<file path="config.mk">
export PLATFORM = sky130hd
export DESIGN_NAME = autoneg_partner_nextpage_regs
export DESIGN_NICKNAME = d
export VERILOG_FILES = /design/src/design/autoneg_np_pkg.sv /design/src/design/latched_high_bit.sv /design/src/design/autoneg_partner_nextpage_regs.sv
export SDC_FILE = /design/constraint.sdc
export NUM_CORES = 1
export LEC_CHECK = 0
export BUFFER_PORTS_ARGS = -buffer_cell sky130_fd_sc_hd__buf_2
export CORE_AREA = 2 2 80 82
export CTS_CLUSTER_DIAMETER = 60
export DETAILED_ROUTE_END_ITERATION = 10
export DIE_AREA = 0 0 82 84
export GPL_TIMING_DRIVEN = 1
export PLACE_DENSITY = 0.78
export SLEW_MARGIN = 20
export SYNTH_ARGS = -nofsm -noshare
export SYNTH_HDL_FRONTEND = slang
export SYNTH_HIERARCHICAL = 1
export SYNTH_SLANG_ARGS = --single-unit
</file>
<file path="constraint.sdc">
create_clock -name clk_sys -period 1.4 [get_ports clk_sys]
set_input_delay 0.14 -clock clk_sys [delete_from_list [all_inputs] [get_ports clk_sys]]
set_output_delay 0.14 -clock clk_sys [all_outputs]
set_load 0.03 [all_outputs]
</file>
<file path="src/design/autoneg_np_pkg.sv">
package autoneg_np_pkg;

	// Register offsets on the management register port.
	localparam logic [4:0]  OFS_PARTNER_BASE_ABILITY     = 5'h05;
	localparam logic [4:0]  OFS_NEGOTIATION_EXPANSION    = 5'h06;
	localparam logic [4:0]  OFS_LOCAL_NEXT_PAGE_WORD     = 5'h07;

	// Partner base ability field positions.
	localparam int unsigned PBA_NEXT_PAGE_BIT            = 15;
	localparam int unsigned PBA_ACK_BIT                  = 14;
	localparam int unsigned PBA_REMOTE_FAULT_BIT         = 13;
	localparam int unsigned PBA_ASYM_PAUSE_BIT           = 11;
	localparam int unsigned PBA_PAUSE_BIT                = 10;
	localparam int unsigned PBA_T4_BIT                   = 9;
	localparam int unsigned PBA_TX_FD_BIT                = 8;
	localparam int unsigned PBA_TX_HD_BIT                = 7;
	localparam int unsigned PBA_TE_FD_BIT                = 6;
	localparam int unsigned PBA_TE_HD_BIT                = 5;
	localparam int unsigned PBA_SELECTOR_MSB             = 4;
	localparam logic [15:0] PBA_RESET                    = 16'h0000;
	localparam logic [15:0] PBA_IMPLEMENTED_MASK         = 16'hefff;
	localparam logic [4:0]  SELECTOR_IEEE_8023           = 5'h01;

	// Expansion status field positions.
	localparam int unsigned EXP_PARALLEL_FAULT_BIT       = 4;
	localparam int unsigned EXP_PARTNER_NP_ABLE_BIT      = 3;
	localparam int unsigned EXP_LOCAL_NP_ABLE_BIT        = 2;
	localparam int unsigned EXP_PAGE_RECEIVED_BIT        = 1;
	localparam int unsigned EXP_PARTNER_AN_ABLE_BIT      = 0;
	localparam logic        LOCAL_NP_ABLE                = 1'b1;
	localparam logic        LATCHED_HIGH_RESET           = 1'b0;

	// Local next page word field positions.
	localparam int unsigned NP_NEXT_PAGE_BIT             = 15;
	localparam int unsigned NP_MESSAGE_PAGE_BIT          = 13;
	localparam int unsigned NP_COMPLY_ACK_BIT            = 12;
	localparam int unsigned NP_TOGGLE_BIT                = 11;
	localparam int unsigned NP_CODE_MSB                  = 10;
	localparam logic [15:0] NP_RESET                     = 16'h2001;
	localparam logic [15:0] NP_WRITE_MASK                = 16'hb7ff;
	localparam logic [10:0] NP_NULL_MESSAGE_CODE         = 11'h001;

	typedef struct packed {
		logic        rd;
		logic        wr;
		logic [4:0]  addr;
		logic [15:0] wdata;
	} mgmt_req_t;

	typedef struct packed {
		logic [15:0] data;
		logic        valid;
	} mgmt_rsp_t;

	typedef struct packed {
		logic        page_valid;
		logic [15:0] page;
		logic        page_received;
		logic        parallel_fault;
		logic        partner_np_able;
		logic        partner_an_able;
		logic        lcw_exchanged;
		logic        lcw_toggle;
	} an_status_t;

	typedef struct packed {
		logic q;
	} latched_high_t;

	typedef struct packed {
		logic [15:0] partner_ability;
		logic        partner_np_able;
		logic        partner_an_able;
		logic [15:0] next_page_word;
		logic [15:0] rdata;
		logic        rvalid;
	} np_regs_t;

endpackage

</file>
<file path="src/design/latched_high_bit.sv">
`timescale 1ns/100ps
`default_nettype none

// Sticky status bit: an event sets it, a read clears it, and a set in the
// same cycle as the clear wins so that no event is lost.
module latched_high_bit
	import autoneg_np_pkg::*;
(
	// Clock and reset
	input  wire logic clk_sys,
	input  wire logic reset,
	// Control
	input  wire logic set_event,
	input  wire logic clear_on_read,
	// Status
	output logic      q
);

	latched_high_t s_reg;
	latched_high_t s_next;

	always_comb
	begin
		s_next = s_reg;
		if (set_event)
		begin
			s_next.q = 1'b1;
		end
		else if (clear_on_read)
		begin
			s_next.q = 1'b0;
		end
	end

	always_ff @(posedge clk_sys)
	begin
		if (reset)
		begin
			s_reg.q <= LATCHED_HIGH_RESET;
		end
		else
		begin
			s_reg <= s_next;
		end
	end

	assign q = s_reg.q;

endmodule
`default_nettype wire

</file>
<file path="src/design/autoneg_partner_nextpage_regs.sv">
// Functional notes
// - Partner bit 15 shows partner next-page request.
// - Partner bit 14 shows partner acknowledge.
// - Partner bit 13 shows partner remote fault.
// - Partner bits 11/10 show asymmetric, symmetric pause.
// - Partner bits 9:5 show advertised technologies.
// - Partner bits 4:0 hold selector, reset zero.
// - Expansion bit 4 latches parallel detection fault.
// - Expansion bit 3 shows partner next-page ability.
// - Expansion bit 2 always reads one.
// - Expansion bit 1 latches new page received.
// - Expansion bit 0 shows partner autoneg ability.
// - Next-page bit 15 requests further pages.
// - Next-page bit 13 selects message page, reset one.
// - Next-page bit 12 is comply acknowledge.
// - Toggle bit 11 inverts previous exchanged toggle.
// - Bits 10:0 carry the transmitted code field.
// - Code field resets to null message value one.
// - Latched bits clear on read or reset.
`timescale 1ns/100ps
`default_nettype none

module autoneg_partner_nextpage_regs
	import autoneg_np_pkg::*;
(
	// Clock and reset
	input  wire logic         clk_sys,
	input  wire logic         reset,
	// Management register port
	input  wire mgmt_req_t    mgmt_req,
	output mgmt_rsp_t         mgmt_rsp,
	// Arbitration engine status
	input  wire an_status_t   an_status,
	// Page word handed to the arbitration engine
	output logic [15:0]       tx_next_page_word
);

	np_regs_t    s_reg;
	np_regs_t    s_next;
	logic        parallel_fault_q;
	logic        page_received_q;
	logic        rd_expansion;
	logic [15:0] expansion_word;
	logic        rd_partner;
	logic        rd_next_page;
	logic        wr_next_page;

	assign rd_expansion = mgmt_req.rd && (mgmt_req.addr == OFS_NEGOTIATION_EXPANSION);
	assign rd_partner   = mgmt_req.rd && (mgmt_req.addr == OFS_PARTNER_BASE_ABILITY);
	assign rd_next_page = mgmt_req.rd && (mgmt_req.addr == OFS_LOCAL_NEXT_PAGE_WORD);
	assign wr_next_page = mgmt_req.wr && (mgmt_req.addr == OFS_LOCAL_NEXT_PAGE_WORD);

	latched_high_bit u_parallel_fault (
		.clk_sys       (clk_sys),
		.reset         (reset),
		.set_event     (an_status.parallel_fault),
		.clear_on_read (rd_expansion),
		.q             (parallel_fault_q)
	);

	latched_high_bit u_page_received (
		.clk_sys       (clk_sys),
		.reset         (reset),
		.set_event     (an_status.page_received),
		.clear_on_read (rd_expansion),
		.q             (page_received_q)
	);

	always_comb
	begin
		expansion_word                          = 16'h0000;
		expansion_word[EXP_PARALLEL_FAULT_BIT]  = parallel_fault_q;
		expansion_word[EXP_PARTNER_NP_ABLE_BIT] = s_reg.partner_np_able;
		expansion_word[EXP_LOCAL_NP_ABLE_BIT]   = LOCAL_NP_ABLE;
		expansion_word[EXP_PAGE_RECEIVED_BIT]   = page_received_q;
		expansion_word[EXP_PARTNER_AN_ABLE_BIT] = s_reg.partner_an_able;
	end

	always_comb
	begin
		s_next        = s_reg;
		s_next.rvalid = 1'b0;
		s_next.partner_np_able = an_status.partner_np_able;
		s_next.partner_an_able = an_status.partner_an_able;
		// The whole received base page is captured at once; reserved bit 12 is dropped.
		if (an_status.page_valid)
		begin
			s_next.partner_ability = an_status.page & PBA_IMPLEMENTED_MASK;
		end
		// Only the writable fields take software data; toggle and bit 14 keep their value.
		if (mgmt_req.wr && (mgmt_req.addr == OFS_LOCAL_NEXT_PAGE_WORD))
		begin
			s_next.next_page_word = (mgmt_req.wdata & NP_WRITE_MASK)
				| (s_reg.next_page_word & ~NP_WRITE_MASK);
		end
		if (an_status.lcw_exchanged)
		begin
			s_next.next_page_word[NP_TOGGLE_BIT] = ~an_status.lcw_toggle;
		end
		if (mgmt_req.rd)
		begin
			s_next.rvalid = 1'b1;
			if (mgmt_req.addr == OFS_PARTNER_BASE_ABILITY)
			begin
				s_next.rdata = s_reg.partner_ability;
			end
			else if (mgmt_req.addr == OFS_NEGOTIATION_EXPANSION)
			begin
				s_next.rdata = expansion_word;
			end
			else if (mgmt_req.addr == OFS_LOCAL_NEXT_PAGE_WORD)
			begin
				s_next.rdata = s_reg.next_page_word;
			end
			else
			begin
				s_next.rdata = 16'h0000;
			end
		end
	end

	always_ff @(posedge clk_sys)
	begin
		if (reset)
		begin
			s_reg.partner_ability <= PBA_RESET;
			s_reg.partner_np_able <= 1'b0;
			s_reg.partner_an_able <= 1'b0;
			s_reg.next_page_word  <= NP_RESET;
			s_reg.rdata           <= 16'h0000;
			s_reg.rvalid          <= 1'b0;
		end
		else
		begin
			s_reg <= s_next;
		end
	end

	assign mgmt_rsp.data      = s_reg.rdata;
	assign mgmt_rsp.valid     = s_reg.rvalid;
	assign tx_next_page_word  = s_reg.next_page_word;
endmodule
`default_nettype wire

</file>
* Word level (Yosys, flattened, before mapping) *
Index checks and enable logic that the tools add are counted.

word-level totals
  register bits after elaboration = 52
  output and inout port bits = 33
  word-level logic and storage cells = 28

operators by class
  equality and inequality tests = 3
  muxes and demuxes = 9
  bitwise logic cells = 2
  reduce and logical (&&, ||, !) cells = 5

operators with widths
  cell                                                                   number
  16-bit 2-to-1 mux                                                      3
  16-bit by 15-bit bitwise OR with 16-bit output                         1
  5-bit by 3-bit equality test with 1-bit output, second input constant  3
  12-bit 2-to-1 mux                                                      1
  2-bit nonzero test                                                     3
  1-bit 2-to-1 mux                                                       5
  1-bit logical AND                                                      2
  1-bit NOT                                                              1

* Longest topological paths before layout *
Gate-level depths: netlist (run 1).

  depth in word-level cells = 4
  depth in mapped cells = 6
  depth with buffers taken out = 4

* Cells and area by module *
The synthesis (run 1) kept the hierarchy.

modules (own cells, without submodules)
  module                         times used  cells an instance  area an instance (µm²)
  autoneg_partner_nextpage_regs  1           253                2,274.7
  latched_high_bit               2           4                  38.8

* Worst setup path before layout (run 1) *
OpenSTA, ideal clock, no wires.

  kind = input to register
  start point = input mgmt_req[20] (netlist bit)
  end point = register s_reg (netlist bit mgmt_rsp[2])
  setup time = 117 ps
  arrival time = 1,205 ps
  setup slack = 77 ps
  cell stages on the path = 4
  buffers on the path = 1
  cells stage by stage = or3b_1 buf_2 or3_1 a32o_1

between the ends
  longest elaborated chain between the ends = 4
  elaborated cells on any way between the ends = 6
  classes of those cells = eq/ne (3); mux (3)

ends and longest elaborated chain
  item                                            RTL line                              text
  start, declared                                 autoneg_partner_nextpage_regs.sv:30   input wire mgmt_req_t mgmt_req,
  5-bit by 3-bit equality test with 1-bit output  autoneg_partner_nextpage_regs.sv:111  else if (mgmt_req.addr == OFS_LOCAL_NEXT_PAGE_WORD)
  16-bit 2-to-1 mux                               autoneg_partner_nextpage_regs.sv:111
  16-bit 2-to-1 mux                               autoneg_partner_nextpage_regs.sv:107  else if (mgmt_req.addr == OFS_NEGOTIATION_EXPANSION)
  16-bit 2-to-1 mux (*)                           autoneg_partner_nextpage_regs.sv:103  if (mgmt_req.addr == OFS_PARTNER_BASE_ABILITY)
  end signal, assigned                            autoneg_partner_nextpage_regs.sv:135  s_reg <= s_next;
  end, declared                                   autoneg_partner_nextpage_regs.sv:38   np_regs_t s_reg;

Every way passes the cells marked *; elsewhere a longest branch is shown, timed or not.
A chain may end at the register's enable or synchronous reset.

* Final worst setup path (run 1) *
Same ends and word-level chain as after synthesis.

==> results list, run 1 <==
- Stage delay of the slowest cell on the critical path: 440 ps
- The worst register-to-register path has a setup slack of 340 ps.
- Number of buffers added by the clock tree synthesis step: 5
- Detailed routing placed a total of 2810 um of wire on met2.
* Starting Density: 38.6%
- The number of antenna diodes in the final layout is 0.
- Detailed routing inserted a total of 1,862 vias.
* M1 WL: 2390 um
- Share of synthesized cell area in full adder, half adder and majority cells: 0%
- After clock tree synthesis, the clock-pin slew on the worst setup and hold paths is 90 ps.
- For the finished layout, the period the worst path requires is 1140 ps.
- Share of final-layout standard cells stronger than drive strength 1: 36.0%
- The tool flagged a number of max-cap violations equal to 0.
* Sequential cell area fraction in the yosys report: 43.4%
- Entering global routing, the biggest net connects 28 pins.
- Endpoint of the worst-slack reg-to-reg timing path: mgmt_rsp[2]
- Worst IR Drop VDD: 596 uV
- Most common library cell in the layout ignoring fill and taps: sky130_fd_sc_hd__buf_2
- Post-CTS setup buffers: 0
- The min-delay analysis places its worst path in the category in -> reg.
* Most frequent cells in the layout: 76 x sky130_fd_sc_hd__buf_2, 51 x sky130_fd_sc_hd__dfxtp_1, 29 x sky130_fd_sc_hd__a21oi_1
- Yosys printed 6 warnings.
- Number of buffers inserted by port buffering: 76
* Main area contributors after synthesis: sky130_fd_sc_hd__dfxtp_1 43%, sky130_fd_sc_hd__buf_4 11%, sky130_fd_sc_hd__mux2i_1 6.4%
- 81 I/O pins were placed.
- Synthesis produced 261 cells.
- X dimension of the die: 82 um
- Multiplexer cells account for 10.7% of the synthesized area.
* Cells along the critical path: buf_2, or3b_1, or3_1, a32o_1
* Drt total wl: 5500 um
- The analysis attributes to cell leakage a power of 1.17 nW.
* Area share of the largest cell type after synthesis: 43.4%
- DPL Wire Length: 4130 um
* Die area: 6890 um2
* Average instance area after synthesis: 9.01 um2
* Root buffer selected by CTS: sky130_fd_sc_hd__clkbuf_8
- Antenna violations before repair: 0
- Wire segments on met3 add up to 286 um in the final route.
- sky130_fd_sc_hd__dfxtp_1 takes more of the synthesized area than any other cell.
- First-pass GRT wire length: 8370 um
- Final Slew Violations: 0
- For this design the ratio of total power to cell area is 1000 nW/um2.
* Core region area: 6100 um2
* Largest clock skew in the final design: 5.86 ps
- Data on the critical path is required at its endpoint by 1590 ps.
* Max FFs per register: 17
- CTS tree: done
- Row generation in the floorplan step produced 29 rows.
- Summing the areas of all compound-gate instances in the mapped netlist gives 14.4% of the synthesized area.
- Count of TritonRoute iterations in the first routing pass: 4
- Once detail routing completed, the nets flagged for antenna violations numbered 0.
* Sum Neg Setup Slack: 0 ps
- The clock passes through at most 2 buffers.
- Weighted congestion at the end of routability-driven global placement: 0.736
- Final layout net count: 348
* Number of DRC violations after detailed-routing iteration 0: 80
- Launching element of the worst setup path: mgmt_req[20]
- STA classifies the critical path endpoint as a flip-flop.
- Among all stages on the critical path, the largest delay is contributed by sky130_fd_sc_hd__or3b_1.
- Final setup violation count: 0
- The number of global-route vias before repair is 1,713.
- After synthesis the cells add up to 2350 um2.
* Total of flip-flops plus latches after synthesis: 51
- The total count of hold-check failures in the final report is 0.
- CTS HTree Levels: 2
- In this run, placement finished with an instance count of 370.
- Die Y: 84 um
- After Yosys synthesis, XOR and XNOR cells account for 0% of the synthesized area.
- Relative to the synthesized area, the layout overhead comes to 12.9%.
- Share of synthesized cell area in and, or, nand and nor gates: 16.9%
- In the final routed layout, each cell accounts on average for 14.6 um.
- Clock latency at the later pin of the worst-skew pair: 300 ps
- The clock drives 51 sinks.
- Final cycle utilization of the critical path: 81.2%
- Hold Buf Count CTS: 0
* Mean number of vias per cell: 4.94
- Non-filler instance count after layout: 377
- Final Total Pwr: 2.66 mW
- Worst path arrival time: 1330 ps
- The number of nets in the synthesized netlist is 309.
- Result of the run: complete, no violations
* Number of gates resized after CTS: 0
- The detailed router used layers up to and including met4.
* Top fanout value on the critical path: 5
- Overflow left after global routing: 0
- Largest family of logic cells by synthesized area: simple AND/OR/NAND/NOR gates
* F_max: 0.880 GHz
* Crit path launch type: input pin
- CP Capture Point: mgmt_rsp[2]
* Reg2Reg Depth: 2
- Across every metal layer, demand over resource in global routing totals 15.8%.
* Setup repair after global routing missed its margin: false
* Kind of critical path: in -> reg
* DRC Markers: 0
* Reg2reg start: s_reg[36]
- Number of library cell types mapped by synthesis: 35
## cell families (layout without fill, tap and decap cells)
| group | after synthesis | in the layout |
|---|---|---|
| DFF | 51 | 51 |
| other | 1 | 1 |
| buffers and inverters | 56 | 95 |
| AOI/OAI and AO/OA | 56 | 56 |
| and+or+nand+nor | 73 | 73 |
| muxes | 24 | 24 |
## synthesized netlist by cell type, drive strengths merged
master   instances
mux2i           15
mux2             9
nor3             1
nand2            2
nand3           23
nor2b            3
a21oi           31
and2             1
and3             1
nand4b           1
nand3b           1
nor2            17
o2111ai          1
or3              4
conb             1
a211oi           1
inv              3
nand2b          15
buf             40
a311o            1
o21ba            3
nand4            1
or3b             1
o21ai           13
and4bb           1
a32o             4
dfxtp           51
a21o             1
a31oi            1
nor3b            1
clkbuf          13
## worst max-delay path, delay by kind of cell
family,cells,cell delay (ps)
buffers and inverters,1,100
and+or+nand+nor,2,830
AOI/OAI and AO/OA,1,260
## report_power, final
group	internal, mW	switching (mW)
combinational	0.139	0.170
clock	0.388	0.445
sequential	1.49	0.0227
## final cells by class
cell class | count | area, um2
fillers | 611 | 3440
flip-flops and latches | 51 | 1020
multi-input cells | 154 | 991
repair buffers | 85 | 448
well taps | 77 | 96.3
clock buffers | 6 | 82.6
inverters | 3 | 11.3
clock inverters | 1 | 5.00
## worst min path at each step
stage          slack (ps)  depth (start not counted)          from               endpoint
2_1_floorplan         200                          1         reset      u_page_received/q
4_1_cts                20                          2  an_status[0]  tx_next_page_word[11]
5_1_grt                20                          2  an_status[1]  tx_next_page_word[11]
3_3_place_gp          330                          2  an_status[0]  tx_next_page_word[11]
6_report               20                          2  an_status[0]  tx_next_page_word[11]
3_5_place_dp          340                          2  an_status[0]  tx_next_page_word[11]
## metrics by stage
stage / utilization (%) / hold slack, ps / setup slack, ps / instance area (um2)
after CTS: 43.6 / 17.9 / 288 / 2660
after global routing: 43.6 / 19.8 / 194 / 2660
after floorplan: - / 202 / 77.3 / 2350
after global placement: 42.1 / 334 / 7.38 / 2570
after detailed placement: 42.1 / 335 / -27.9 / 2570
final: 43.6 / 21.6 / 263 / 2660
## layer usage
layer  GRT usage [%]  up-vias
met2            28.0       56
met1            19.6      863
met4            1.82        0
li1                -      939
met5               0        -
met3            3.57        4
(Power assumes the default switching activity.)
==> inputs of run 2 (changes only) <==
clock period = 1.02 ns   (was 1.4 ns; I/O delays follow)
==> run 2 against run 1 <==
Compared with the run above:
- clock power grew 33%
- highest routed layer unchanged
- largest cell class unchanged
- critical path type is now reg -> reg
- clock skew is 1.6 ps higher
- final cell count is 4.0% higher
- combinational power is 63% higher
- the run now ends with negative setup slack left
- critical path depth decreased by 2
- power rose by 39%
==> results list, run 2 (same netlist as run 1, synthesis figures left out) <==
* Result of the run: finished with violations (was complete, no violations)
- Violated checks: negative setup slack
* Clk sink count: 51 (unchanged)
* Reg2reg start: s_reg[36] (unchanged)
- Final layout net count: 362 (was 348)
- Boundary pin count: 81 (unchanged)
* Floorplan row count: 29 (unchanged)
* X dimension of the die: 82 um (unchanged)
- Final Slew Violations: 0 (unchanged)
- Most frequent cells in the layout: 65 x sky130_fd_sc_hd__buf_2, 41 x sky130_fd_sc_hd__dfxtp_1, 29 x sky130_fd_sc_hd__a21oi_1 (was 76 x sky130_fd_sc_hd__buf_2, 51 x sky130_fd_sc_hd__dfxtp_1, 29 x sky130_fd_sc_hd__a21oi_1).
- The share of cells above drive strength 1 is 41.9% (was 36.0%).
- Number of buffers inserted by port buffering: 76 (unchanged)
- The H-tree level count was 2 (unchanged).
- The type of the most critical hold path is in -> reg (unchanged).
- Total track usage: 16.4% (was 15.8%)
* Most common library cell in the layout ignoring fill and taps: sky130_fd_sc_hd__buf_2 (unchanged)
* Leakage power figure: 1.27 nW (was 1.17 nW)
- Root buffer selected by CTS: sky130_fd_sc_hd__clkbuf_8 (unchanged)
* Layout area overhead: 23.4% (was 12.9%)
* Starting Density: 38.6% (unchanged)
- CP Capture Point: mgmt_rsp[2] (unchanged)
- Final setup margin: -33.2 ps (was 263 ps)
* Clock latency at the later pin of the worst-skew pair: 300 ps (about the same)
* DRC Markers: 0 (unchanged)
- The area inside the core boundary is 6100 um2 (unchanged).
- First-pass GRT wire length: 8690 um (was 8370 um)
- Clock Pin Slew Worst Setup and Hold Paths: 90 ps (about the same)
- Endpoint of the worst-slack reg-to-reg timing path: mgmt_rsp[2] (unchanged)
* Final cycle utilization of the critical path: 103%
* Die area: 6890 um2 (unchanged)
* Cell count after placement: 381 (was 370)
- The number of cells on the worst reg-to-reg path came to 2 (unchanged).
- Worst path arrival time: 1250 ps (was 1330 ps)
* Vias: 2,015 (was 1,862)
* Kind of critical path: reg -> reg (was in -> reg)
* Register-to-Register Setup Slack: -30 ps (was 340 ps)
- Max FFs per register: 17 (unchanged)
- The required time reported for the critical path endpoint is 1210 ps (was 1590 ps).
- The placed wire-length estimate came to 4190 um (was 4130 um).
* Largest clock skew in the final design: 7.48 ps (was 5.86 ps)
- Mean number of vias per cell: 5.14 (was 4.94)
* Max capacitance violation total: 0 (unchanged)
- The hold path startpoint is an_status[2] (was an_status[0]).
* Sum Neg Setup Slack: -42.9 ps (was 0 ps)
* Die Y: 84 um (unchanged)
- The startpoint of the most critical setup path was s_reg[36] (was mgmt_req[20]).
* Number of DRC violations after detailed-routing iteration 0: 63 (was 80)
- Number of global-route vias before repair: 1,880 (was 1,713)
- DR WL/cell: 14.6 um (about the same)
- CTS tree: done (unchanged)
- The post-route total power was 3.70 mW (was 2.66 mW).
* Power density over the cells: 1270 nW/um2 (was 1000 nW/um2)
- Maximum number of pins on one net before global-route repair: 38 (was 28)
- Antenna diode count: 0 (unchanged)
- Setup repair after global routing missed its margin: true (was false).
- For the finished layout, the period the worst path requires is 1050 ps.
- The worst-case clock buffer depth is 2 (unchanged).
* Non-filler instance count after layout: 392 (was 377)
* Final setup violation count: 2 (was 0)
- Antenna violations before repair: 0 (unchanged)
- Weighted congestion at the end of routability-driven global placement: 0.823 (was 0.736)
* Filler cells: 623 (was 611)
- The final wirelength came to 5710 um (was 5500 um).
* Top fanout value on the critical path: 2 (was 5)
- Endpoint class of the critical path: flip-flop (unchanged)
* Number of buffers added by the clock tree synthesis step: 5 (unchanged)
* Crit path launch type: flip-flop (was input pin)
- Overflow left after global routing: 0 (unchanged)
* Worst IR Drop VDD: 894 uV (was 596 uV)
- F_max: 0.949 GHz
- The cell area after placement was 2720 um2 (was 2570 um2).
- The cell area after layout was 2900 um2 (was 2660 um2).
* Count of TritonRoute iterations in the first routing pass: 5 (was 4)
- The total count of hold-check failures in the final report is 0 (unchanged).
- Post-route antenna net violation count: 0 (unchanged)
==> run 2: repair_timing <==
action	CTS	global route
hold buffers	2	0
resized for setup	11	17
pin swaps	3	3
hold endpoints to repair	1	0
endpoints found under the setup margin	8	15
buffers inserted	1	1
==> run 2: report_power, final <==
| group | leakage (nW) | internal (mW) | switching [mW] | total [mW] |
|---|---|---|---|---|
| Clock | 0.0422 | 0.483 | 0.630 | 1.11 |
| Sequential | 0.420 | 2.05 | 0.0329 | 2.08 |
| Combinational | 0.810 | 0.254 | 0.251 | 0.504 |
| Total | 1.27 | 2.79 | 0.913 | 3.70 |
==> run 2: worst min-delay path by stage <==
stage | end | slack [ps] | cells after the start
6_report | expansion_word[0] | 10 | 2
3_3_place_gp | tx_next_page_word[11] | 290 | 2
2_1_floorplan | u_page_received/q | 160 | 1
5_1_grt | expansion_word[0] | 40 | 2
4_1_cts | expansion_word[0] | 6 | 2
3_5_place_dp | tx_next_page_word[11] | 290 | 2
==> run 2: worst max-delay path, cell delays in order (launching register included) <==
cell	delay (ps)
sky130_fd_sc_hd__dfxtp_1	320
sky130_fd_sc_hd__or3_1	370
sky130_fd_sc_hd__a32o_1	260
==> run 2: per-stage QoR <==
step,hold slack [ps],worst slack [ps],utilization [%]
6_report,14.1,-33.2,47.6
5_1_grt,36.1,-35.9,47.6
4_1_cts,6.38,-9.36,46.9
3_5_place_dp,295,-366,44.6
3_3_place_gp,292,-338,44.6
2_1_floorplan,164,-265,-
==> run 2: area by class of cell <==
cell class                 instances  area [um2]  share of cell area [%]
clock buffer                       7        76.3                    2.63
clock inverter                     1        5.00                   0.172
inverter                           3        11.3                   0.388
multi-input combinational        154        1010                    34.9
sequential                        51        1030                    35.6
tap                               77        96.3                    3.32
timing repair buffer              99         667                    23.0
==> run 2: routing by layer <==
layer | wire length (um) | GRT usage [%] | vias up
met1 | 2390 | 19.9 | 935
met4 | 94 | 5.15 | 0
li1 | - | - | 979
met3 | 496 | 4.87 | 11
met2 | 2730 | 27.5 | 90
met5 | 0 | 0 | -
